### config.mk
export PLATFORM = sky130hd
export DESIGN_NAME = tmr_timer8
export DESIGN_NICKNAME = d
export VERILOG_FILES = /design/src/hdl/tmr_pkg.sv /design/src/hdl/tmr_prescaler.sv /design/src/hdl/tmr_timer8.sv
export SDC_FILE = /design/constraint.sdc
export NUM_CORES = 1
export LEC_CHECK = 0
export BUFFER_PORTS_ARGS = -buffer_cell sky130_fd_sc_hd__buf_2
export CAP_MARGIN = 25
export CORE_MARGIN = 8
export CORE_UTILIZATION = 54
export CTS_CLUSTER_SIZE = 10
export DETAILED_ROUTE_END_ITERATION = 10
export HOLD_SLACK_MARGIN = 0.1
export MAX_ROUTING_LAYER = met4
export PLACE_DENSITY = 0.86
export RECOVER_POWER = 50
export SYNTH_ARGS = -nofsm -noshare
export SYNTH_HDL_FRONTEND = slang
export SYNTH_SLANG_ARGS = --single-unit
### constraint.sdc
create_clock -name SYS_CLK -period 2.5 [get_ports SYS_CLK]
set_input_delay 0 -clock SYS_CLK [delete_from_list [all_inputs] [get_ports SYS_CLK]]
set_output_delay 0 -clock SYS_CLK [all_outputs]
set_load 0.01 [all_outputs]
### src/hdl/tmr_pkg.sv
// Package: register map, field positions and encodings of the 8-bit timer
package tmr_pkg;
  localparam logic [3:0] TMR_ADR_CONTROL = 4'h0;
  localparam logic [3:0] TMR_ADR_COUNT = 4'h4;
  localparam logic [3:0] TMR_ADR_COMPARE = 4'h8;
  localparam logic [3:0] TMR_ADR_MASK = 4'hc;
  localparam logic [3:0] TMR_ADR_FLAGS = 4'h0 + 4'h0;
  localparam logic [7:0] TMR_ADR_FLAGS_B = 8'h10;
  localparam int TMR_BIT_FORCE = 7;
  localparam int TMR_BIT_WGM1 = 6;
  localparam int TMR_BIT_COM_HI = 5;
  localparam int TMR_BIT_COM_LO = 4;
  localparam int TMR_BIT_WGM0 = 3;
  localparam int TMR_BIT_CS_HI = 2;
  localparam int TMR_BIT_CMP = 1;
  localparam int TMR_BIT_OVF = 0;
  localparam logic [7:0] TMR_CONTROL_RST = 8'h00;
  localparam logic [7:0] TMR_COUNT_RST = 8'h00;
  localparam logic [7:0] TMR_COMPARE_RST = 8'h00;
  localparam logic [7:0] TMR_MAX = 8'hff;
  localparam logic [7:0] TMR_BOTTOM = 8'h00;
  localparam logic [1:0] TMR_WGM_NORMAL = 2'h0;
  localparam logic [1:0] TMR_WGM_PCPWM = 2'h1;
  localparam logic [1:0] TMR_WGM_CTC = 2'h2;
  localparam logic [1:0] TMR_WGM_FAST = 2'h3;
  localparam logic [2:0] TMR_CS_OFF = 3'h0;
  localparam logic [2:0] TMR_CS_DIV1 = 3'h1;
  localparam logic [2:0] TMR_CS_DIV8 = 3'h2;
  localparam logic [2:0] TMR_CS_DIV64 = 3'h3;
  localparam logic [2:0] TMR_CS_DIV256 = 3'h4;
  localparam logic [2:0] TMR_CS_DIV1024 = 3'h5;
  localparam logic [2:0] TMR_CS_EXT_FALL = 3'h6;
  localparam logic [2:0] TMR_CS_EXT_RISE = 3'h7;
  localparam int TMR_PRE_W = 10;
endpackage

### src/hdl/tmr_prescaler.sv
// Prescaler taps and external-edge detect producing the timer tick
`timescale 1ns/1ps
module tmr_prescaler
  import tmr_pkg::*;
(
  input wire logic clk,
  input wire logic rst_n,
  input wire logic [2:0] sel,
  input wire logic ext_pin,
  output logic tick
);
  logic [TMR_PRE_W-1:0] div_q;
  logic ext_q;
  logic ext_prev_q;
  logic tap;
  wire logic rise = ext_q & ~ext_prev_q;
  wire logic fall = ~ext_q & ext_prev_q;
  // A tap fires when its low bits are all ones, just before they wrap
  always_comb
  begin
    unique case (sel)
      TMR_CS_OFF: tap = 1'b0;
      TMR_CS_DIV1: tap = 1'b1;
      TMR_CS_DIV8: tap = (div_q[2:0] == 3'h7);
      TMR_CS_DIV64: tap = (div_q[5:0] == 6'h3f);
      TMR_CS_DIV256: tap = (div_q[7:0] == 8'hff);
      TMR_CS_DIV1024: tap = (div_q == 10'h3ff);
      TMR_CS_EXT_FALL: tap = fall;
      TMR_CS_EXT_RISE: tap = rise;
    endcase
  end
  always_ff @(posedge clk)
  begin
    if (!rst_n)
    begin
      div_q <= '0;
      // Start from the pin level so leaving reset makes no false edge
      ext_q <= ext_pin;
      ext_prev_q <= ext_pin;
    end
    else
    begin
      div_q <= div_q + 10'h001;
      ext_q <= ext_pin;
      ext_prev_q <= ext_q;
    end
  end
  assign tick = tap;
endmodule

### src/hdl/tmr_timer8.sv
// 8-bit timer/counter with one compare channel, Wishbone register slave
`timescale 1ns/1ps
// Operation
// - Force strobe in non-PWM mode applies the selected match action at once
// - Forced compare sets no flag, raises no request, never clears counter
// - Force strobe is not stored and always reads as zero
// - Mode field at control bits 6,3; TOP is compare value only in mode 2
// - Compare buffering and overflow flag point depend on the mode
// - Non-PWM output modes: off, toggle, clear, set on match
// - Fast PWM: off, toggle on match, clear/set on match with opposite at BOTTOM
// - Phase-correct: clear on up match, set on down match, or inverse
// - Fast PWM clear/set with compare at TOP: only the BOTTOM action happens
// - Phase-correct with compare at TOP: action happens at TOP instead
// - Nonzero output mode overrides the pin; software sets its direction
// - Clock source: stopped, divide 1/8/64/256/1024, external fall or rise
// - External edges count even when the pin is an output
// - Count register is read/write; a write blocks the next tick's match
// - Compare value is compared with the counter at all times
// - Compare request when enable, global enable and flag are all one
// - Overflow request when enable, global enable and flag are all one
// - Compare flag set on match; cleared by vector or written one
// - Overflow flag set on overflow; cleared by vector or written one
// - Phase-correct sets overflow flag at direction reversal at zero
// - Fast PWM counts up to MAX, then zero on the next tick
// - Phase-correct holds MAX for exactly one tick before counting down
module tmr_timer8
  import tmr_pkg::*;
(
  input wire logic SYS_CLK,
  input wire logic RESETN,
  input wire logic WB_CYC_I,
  input wire logic WB_STB_I,
  input wire logic WB_WE_I,
  input wire logic [7:0] WB_ADR_I,
  input wire logic [3:0] WB_SEL_I,
  input wire logic [31:0] WB_DAT_I,
  output logic [31:0] WB_DAT_O,
  output logic WB_ACK_O,
  input wire logic GLOBAL_IRQ_ENABLE,
  input wire logic EXTERNAL_COUNT_PIN,
  input wire logic COMPARE_ACK,
  input wire logic OVERFLOW_ACK,
  output logic COMPARE_OUTPUT_PIN,
  output logic COMPARE_OUTPUT_OVERRIDE,
  output logic COMPARE_IRQ,
  output logic OVERFLOW_IRQ
);
  logic [6:0] control_q;
  logic [7:0] count_q;
  logic [7:0] count_d;
  logic [7:0] compare_buf_q;
  logic [7:0] compare_q;
  logic [1:0] mask_q;
  logic cmp_flag_q;
  logic ovf_flag_q;
  logic down_q;
  logic down_d;
  logic block_q;
  logic out_q;
  logic out_d;
  logic ack_q;
  logic [31:0] rdata_q;
  logic [31:0] rdata_d;
  logic tick;

  // Bus decode; only byte lane 0 carries the 8-bit registers
  wire logic req = WB_CYC_I & WB_STB_I & ~ack_q;
  wire logic wr = req & WB_WE_I & WB_SEL_I[0];
  wire logic wr_ctl = wr & (WB_ADR_I == {4'h0, TMR_ADR_CONTROL});
  wire logic wr_cnt = wr & (WB_ADR_I == {4'h0, TMR_ADR_COUNT});
  wire logic wr_cmp = wr & (WB_ADR_I == {4'h0, TMR_ADR_COMPARE});
  wire logic wr_msk = wr & (WB_ADR_I == {4'h0, TMR_ADR_MASK});
  wire logic wr_flg = wr & (WB_ADR_I == TMR_ADR_FLAGS_B);
  wire logic [7:0] wd = WB_DAT_I[7:0];

  wire logic [1:0] wgm = {control_q[TMR_BIT_WGM1], control_q[TMR_BIT_WGM0]};
  wire logic [1:0] com = control_q[TMR_BIT_COM_HI:TMR_BIT_COM_LO];
  wire logic [2:0] cs = control_q[TMR_BIT_CS_HI:0];
  wire logic pwm = wgm[0];
  wire logic is_fast = (wgm == TMR_WGM_FAST);
  wire logic is_pc = (wgm == TMR_WGM_PCPWM);
  wire logic is_ctc = (wgm == TMR_WGM_CTC);
  wire logic [7:0] top = is_ctc ? compare_q : TMR_MAX;
  // Continuous compare, masked on the tick after a count write
  wire logic match = tick & (count_q == compare_q) & ~block_q;
  wire logic force_cmp = wr_ctl & wd[TMR_BIT_FORCE] & ~pwm;
  wire logic at_top_tick = tick & (count_q == top);
  wire logic at_bottom_pc = tick & is_pc & down_q & (count_q == 8'h01);
  wire logic ovf_ev = is_pc ? at_bottom_pc : (tick & (count_q == TMR_MAX));
  wire logic cmp_top = (compare_q == TMR_MAX) & com[1];
  wire logic to_bottom = tick & is_fast & (count_q == TMR_MAX);
  // Buffered compare loads at TOP (phase-correct) or BOTTOM (fast PWM)
  wire logic load_cmp = ~pwm | (is_pc & at_top_tick) | to_bottom;

  // Counter sequencing per mode
  always_comb
  begin
    count_d = count_q;
    down_d = down_q;
    if (tick)
    begin
      if (is_pc)
      begin
        // Turn in the MAX tick itself so MAX lasts a single tick
        if (!down_q && count_q == TMR_MAX)
        begin
          down_d = 1'b1;
          count_d = count_q - 8'h01;
        end
        else if (down_q && count_q == 8'h01)
        begin
          down_d = 1'b0;
          count_d = TMR_BOTTOM;
        end
        else if (down_q)
          count_d = count_q - 8'h01;
        else
          count_d = count_q + 8'h01;
      end
      // A match blocked by a count write does not clear either
      else if (is_ctc && match)
        count_d = TMR_BOTTOM;
      else
        count_d = count_q + 8'h01;
    end
    if (!is_pc)
      down_d = 1'b0;
    if (wr_cnt)
      count_d = wd;
  end

  // Waveform generator; forced compare never touches counter or flags
  always_comb
  begin
    out_d = out_q;
    if (force_cmp)
    begin
      unique case (com)
        2'h0: out_d = out_q;
        2'h1: out_d = ~out_q;
        2'h2: out_d = 1'b0;
        2'h3: out_d = 1'b1;
      endcase
    end
    else if (!pwm && match)
    begin
      unique case (com)
        2'h0: out_d = out_q;
        2'h1: out_d = ~out_q;
        2'h2: out_d = 1'b0;
        2'h3: out_d = 1'b1;
      endcase
    end
    else if (is_fast && com[1])
    begin
      if (to_bottom)
        out_d = ~com[0];
      else if (match && !cmp_top)
        out_d = com[0];
    end
    else if (is_fast && com == 2'h1 && match)
      out_d = ~out_q;
    else if (is_pc && com[1])
    begin
      // At TOP the pin takes its down-count match level
      if (cmp_top && at_top_tick)
        out_d = ~com[0];
      else if (match && !cmp_top)
        out_d = down_q ? ~com[0] : com[0];
    end
  end

  // Read mux; the force strobe position always reads zero
  always_comb
  begin
    rdata_d = 32'h0000_0000;
    unique case (WB_ADR_I)
      {4'h0, TMR_ADR_CONTROL}: rdata_d[6:0] = control_q;
      {4'h0, TMR_ADR_COUNT}: rdata_d[7:0] = count_q;
      {4'h0, TMR_ADR_COMPARE}: rdata_d[7:0] = compare_buf_q;
      {4'h0, TMR_ADR_MASK}: rdata_d[1:0] = mask_q;
      TMR_ADR_FLAGS_B: rdata_d[1:0] = {cmp_flag_q, ovf_flag_q};
      default: rdata_d = 32'h0000_0000;
    endcase
  end

  always_ff @(posedge SYS_CLK)
  begin
    if (!RESETN)
    begin
      control_q <= TMR_CONTROL_RST[6:0];
      count_q <= TMR_COUNT_RST;
      compare_buf_q <= TMR_COMPARE_RST;
      compare_q <= TMR_COMPARE_RST;
      mask_q <= 2'h0;
      cmp_flag_q <= 1'b0;
      ovf_flag_q <= 1'b0;
      down_q <= 1'b0;
      block_q <= 1'b0;
      out_q <= 1'b0;
      ack_q <= 1'b0;
      rdata_q <= 32'h0000_0000;
      COMPARE_OUTPUT_PIN <= 1'b0;
      COMPARE_OUTPUT_OVERRIDE <= 1'b0;
      COMPARE_IRQ <= 1'b0;
      OVERFLOW_IRQ <= 1'b0;
    end
    else
    begin
      ack_q <= req;
      rdata_q <= rdata_d;
      if (wr_ctl)
        control_q <= wd[6:0];
      count_q <= count_d;
      // Block holds until the next tick consumes it
      if (wr_cnt)
        block_q <= 1'b1;
      else if (tick)
        block_q <= 1'b0;
      if (wr_cmp)
        compare_buf_q <= wd;
      if (load_cmp)
        compare_q <= wr_cmp & ~pwm ? wd : compare_buf_q;
      if (wr_msk)
        mask_q <= wd[1:0];
      // Hardware set wins over any clear in the same cycle
      if (match)
        cmp_flag_q <= 1'b1;
      else if (COMPARE_ACK || (wr_flg && wd[TMR_BIT_CMP]))
        cmp_flag_q <= 1'b0;
      if (ovf_ev)
        ovf_flag_q <= 1'b1;
      else if (OVERFLOW_ACK || (wr_flg && wd[TMR_BIT_OVF]))
        ovf_flag_q <= 1'b0;
      down_q <= down_d;
      out_q <= out_d;
      COMPARE_OUTPUT_PIN <= out_d;
      COMPARE_OUTPUT_OVERRIDE <= (control_q[5:4] != 2'h0);
      COMPARE_IRQ <= mask_q[TMR_BIT_CMP] & GLOBAL_IRQ_ENABLE & cmp_flag_q;
      OVERFLOW_IRQ <= mask_q[TMR_BIT_OVF] & GLOBAL_IRQ_ENABLE & ovf_flag_q;
    end
  end

  assign WB_ACK_O = ack_q;
  assign WB_DAT_O = rdata_q;

  // External edges reach the counter regardless of pin direction
  tmr_prescaler u_pre (
    .clk(SYS_CLK),
    .rst_n(RESETN),
    .sel(cs),
    .ext_pin(EXTERNAL_COUNT_PIN),
    .tick(tick)
  );
endmodule

==> results.cfg <==
[min_path]
hold_path_depth = 4
hp-start = WB_ADR_I[3]
hp-class = in2reg
hold_path_end = WB_DAT_O[2]$_SDFF_PN0_

[detailed_routing]
dr.pass1.iters = 5
routed_wl_um = 11100
drcViolationCount = 0
dr_total_vias = 3870
first_iter_violations = 374
drt-wirelength-per-cell_um = 17.2
via_per_inst = 5.98
ant_nets = 0

[critical_path]
critPathMaxFanout = 7
cp_data_required_time_ns = 2.77
end_kind = flop
cp_slowest_cell = dlygate4sd3_1
rr_endpoint = cmp_flag_q$_SDFFE_PN0P_
timing.rr.start = u_pre.div_q[0]$_SDFF_PN0_
path_common_cell = buf_4
r2r_slack_ns = 0.03
crit_chain = ha_4 > nand3_1 > nor2_2 > a211oi_2 > buf_4 > nor4_4 > buf_4 > a31oi_1 > dlygate4sd3_1 > nor2_1
crit_arrival_ns = 2.74
crit_type = reg2reg
max_stage_delay_ns = 0.56
startpoint_type = flop
reg2regPathDepth = 10

[clocking]
clock_latency_ns = 0.34
clk_pin_slew_ns = 0.07
numCtsBuffers = 9
htreeDepth = 3
cts_tree = built
clock-sinks = 62
cts.path.max_buffers = 2
clockRootBuffer = clkbuf_8

[global_routing]
grt_antenna_before_repair = 0
gr-total-overflow = 0
groute.usage.overall_pct = 22.3
grt_start_max_net_pins = 47
grt_pass1_vias = 3661
grt_pass1_wl_um = 17700

[floorplan]
die_x_um = 99.8
die_y_um = 99.8
start_util_pct = 55.8
core-area_um2 = 6790
pin_count = 90
die_area_um2 = 9960
rows = 30

[place]
place_area_um2 = 4060
pre_cts_ws_ns = 0.126
portBuffers = 38
hpwl_um = 7850
routabilityCongestion = 0.998

[pwr]
seqPwrFrac_pct = 51.8
p_switching_mw = 0.499
ir_worst_vdd_mv = 0.359
fin_total_pwr_mw = 1.95
leakage_nw = 1.63
sw_frac_of_total_pct = 25.6
p_int_mw = 1.45
clock_power_share_pct = 40.4
p_comb_share_pct = 7.8
powerDensity_nw_per_um2 = 436

[synth]
synth_cell_type_count = 72
yosysWarnings = 0
synth_seq_area_share_pct = 32.8
ys_ff_latch = 62
synth_ff_type = dfxtp_1
synth_top_cell_by_area = dfxtp_1
yosys.area.top_type_share_pct = 32.8
synth_edf_count = 0
synth.area.top_cells = dfxtp_1 (33%), nand2_1 (5.4%), buf_4 (5.3%)
syn_area_per_cell_um2 = 7.95
netlist_top_cells_count = dfxtp_1 (62), nand2_1 (55), nor2_1 (54)
yosysMostFrequentCell = dfxtp_1
async_reset_ff_share_pct = 0
synthCells = 477
syn_area_um2 = 3790

[finish]
antenna_cells = 0
fin_nets = 604
drive_gt1_share_pct = 18.5
fillers = 542
final_util_pct = 65.7
stdcell_area_um2 = 4460
area_growth_pct = 17.8

[sta]
final.period_utilization_pct = 98.6
tightest_slew_ns = 0.856
timing.final.ws_setup_ns = 0.0341
hold_viol_final = 0
skew_ns = 0.00980
relSlewSlack_pct = 43.0
hold_slack_ns = 0.143
max_freq_mhz = 406
maxSlewViolCount = 0
setup_viol_count_final = 0
min_period_ns = 2.47

[status]
status = finished, final reports clean

[run]
drv_cap = 0
-- stage by stage --
step	instances	TNS [ns]
after detailed placement	609	0
after floorplan	500	0
final	647	0
after global placement	609	0
after global routing	647	-0.0412
after CTS	644	0
-- kinds of logic after synthesis --
group | count (synthesis) | share of synthesized area, %
and+or+nand+nor | 206 | 28.2
AOI/OAI and AO/OA | 118 | 21.3
buffers and inverters | 63 | 9.64
DFF | 62 | 32.8
muxes | 12 | 4.03
xor gates and xnor gates | 10 | 2.31
adders and majority gates | 5 | 1.65
other | 1 | 0.0989
-- repair_timing --
action	4_1_cts	5_1_grt
hold endpoints to repair	42	0
resized for setup	0	8
buffers inserted	0	3
hold buffers	19	0
setup endpoints to repair	0	3
-- power by group through the flow --
stage / combinational [mW] / sequential (mW) / clock (mW)
floorplan: 0.0990 / 1.02 / 0
global placement: 0.118 / 1.03 / 0
detailed placement: 0.120 / 1.03 / 0
CTS: 0.141 / 1.00 / 0.793
global route: 0.162 / 1.01 / 0.837
finish: 0.151 / 1.01 / 0.787
-- registers in the layout, indices dropped and copies added (netlist names), 2 cells and up --
name,flops
u_pre.div_q,10
WB_DAT_O,8
compare_buf_q,8
compare_q,8
count_q,8
control_q,7
mask_q,2
-- layout make-up --
class                      instances  area (µm²)  area share (%)
multi-input combinational        375        2300            51.5
tap                               96         120            2.69
clock inverter                     4        32.5           0.729
clock buffer                      12         145            3.25
timing repair buffer              83         566            12.7
sequential                        62        1240            27.9
inverter                          15        57.6            1.29
-- layout by cell type (no fill, tap or decap), drive strengths merged, types with 7 or more instances in the layout --
cell          n
dfxtp        62
nand2        58
nor2         57
buf          48
a21oi        38
o21ai        29
clkbuf       28
nand3        25
conb         24
dlygate4sd3  19
inv          14
nor3         10
nor2b         9
a311oi        9
mux2i         7
nand2b        7
nand4         7
xnor2         7
-- routing by layer --
metal | wire length [µm] | global-route usage (%) | vias to the layer above
met5 | 0 | - | -
met4 | 343 | 10.1 | 0
met3 | 1020 | 4.78 | 38
met2 | 5190 | 34.0 | 239
met1 | 4570 | 27.7 | 1804
li1 | - | - | 1789
-- how the worst max path moves through the flow --
stage	from	end	slack [ns]
3_3_place_gp	u_pre.div_q[0]$_SDFF_PN0_	count_q[6]$_SDFFE_PN0P_	0.22
2_1_floorplan	u_pre.div_q[0]$_SDFF_PN0_	count_q[4]$_SDFFE_PN0P_	0.24
4_1_cts	u_pre.div_q[0]$_SDFF_PN0_	cmp_flag_q$_SDFFE_PN0P_	0.02
6_report	u_pre.div_q[0]$_SDFF_PN0_	cmp_flag_q$_SDFFE_PN0P_	0.03
3_5_place_dp	u_pre.div_q[0]$_SDFF_PN0_	out_q$_SDFFE_PN0P_	0.13
5_1_grt	u_pre.div_q[0]$_SDFF_PN0_	cmp_flag_q$_SDFFE_PN0P_	-0.03
-- critical path: cells and delay by family, from the launching register on --
kind                       cells  cell delay [ns]
AOI/OAI and AO/OA              2             0.18
adders and majority gates      1             0.15
buffers and inverters          3             0.92
DFF                            1             0.35
and+or+nand+nor                4             0.80
Note: power is estimated with default switching activity, not from simulation.
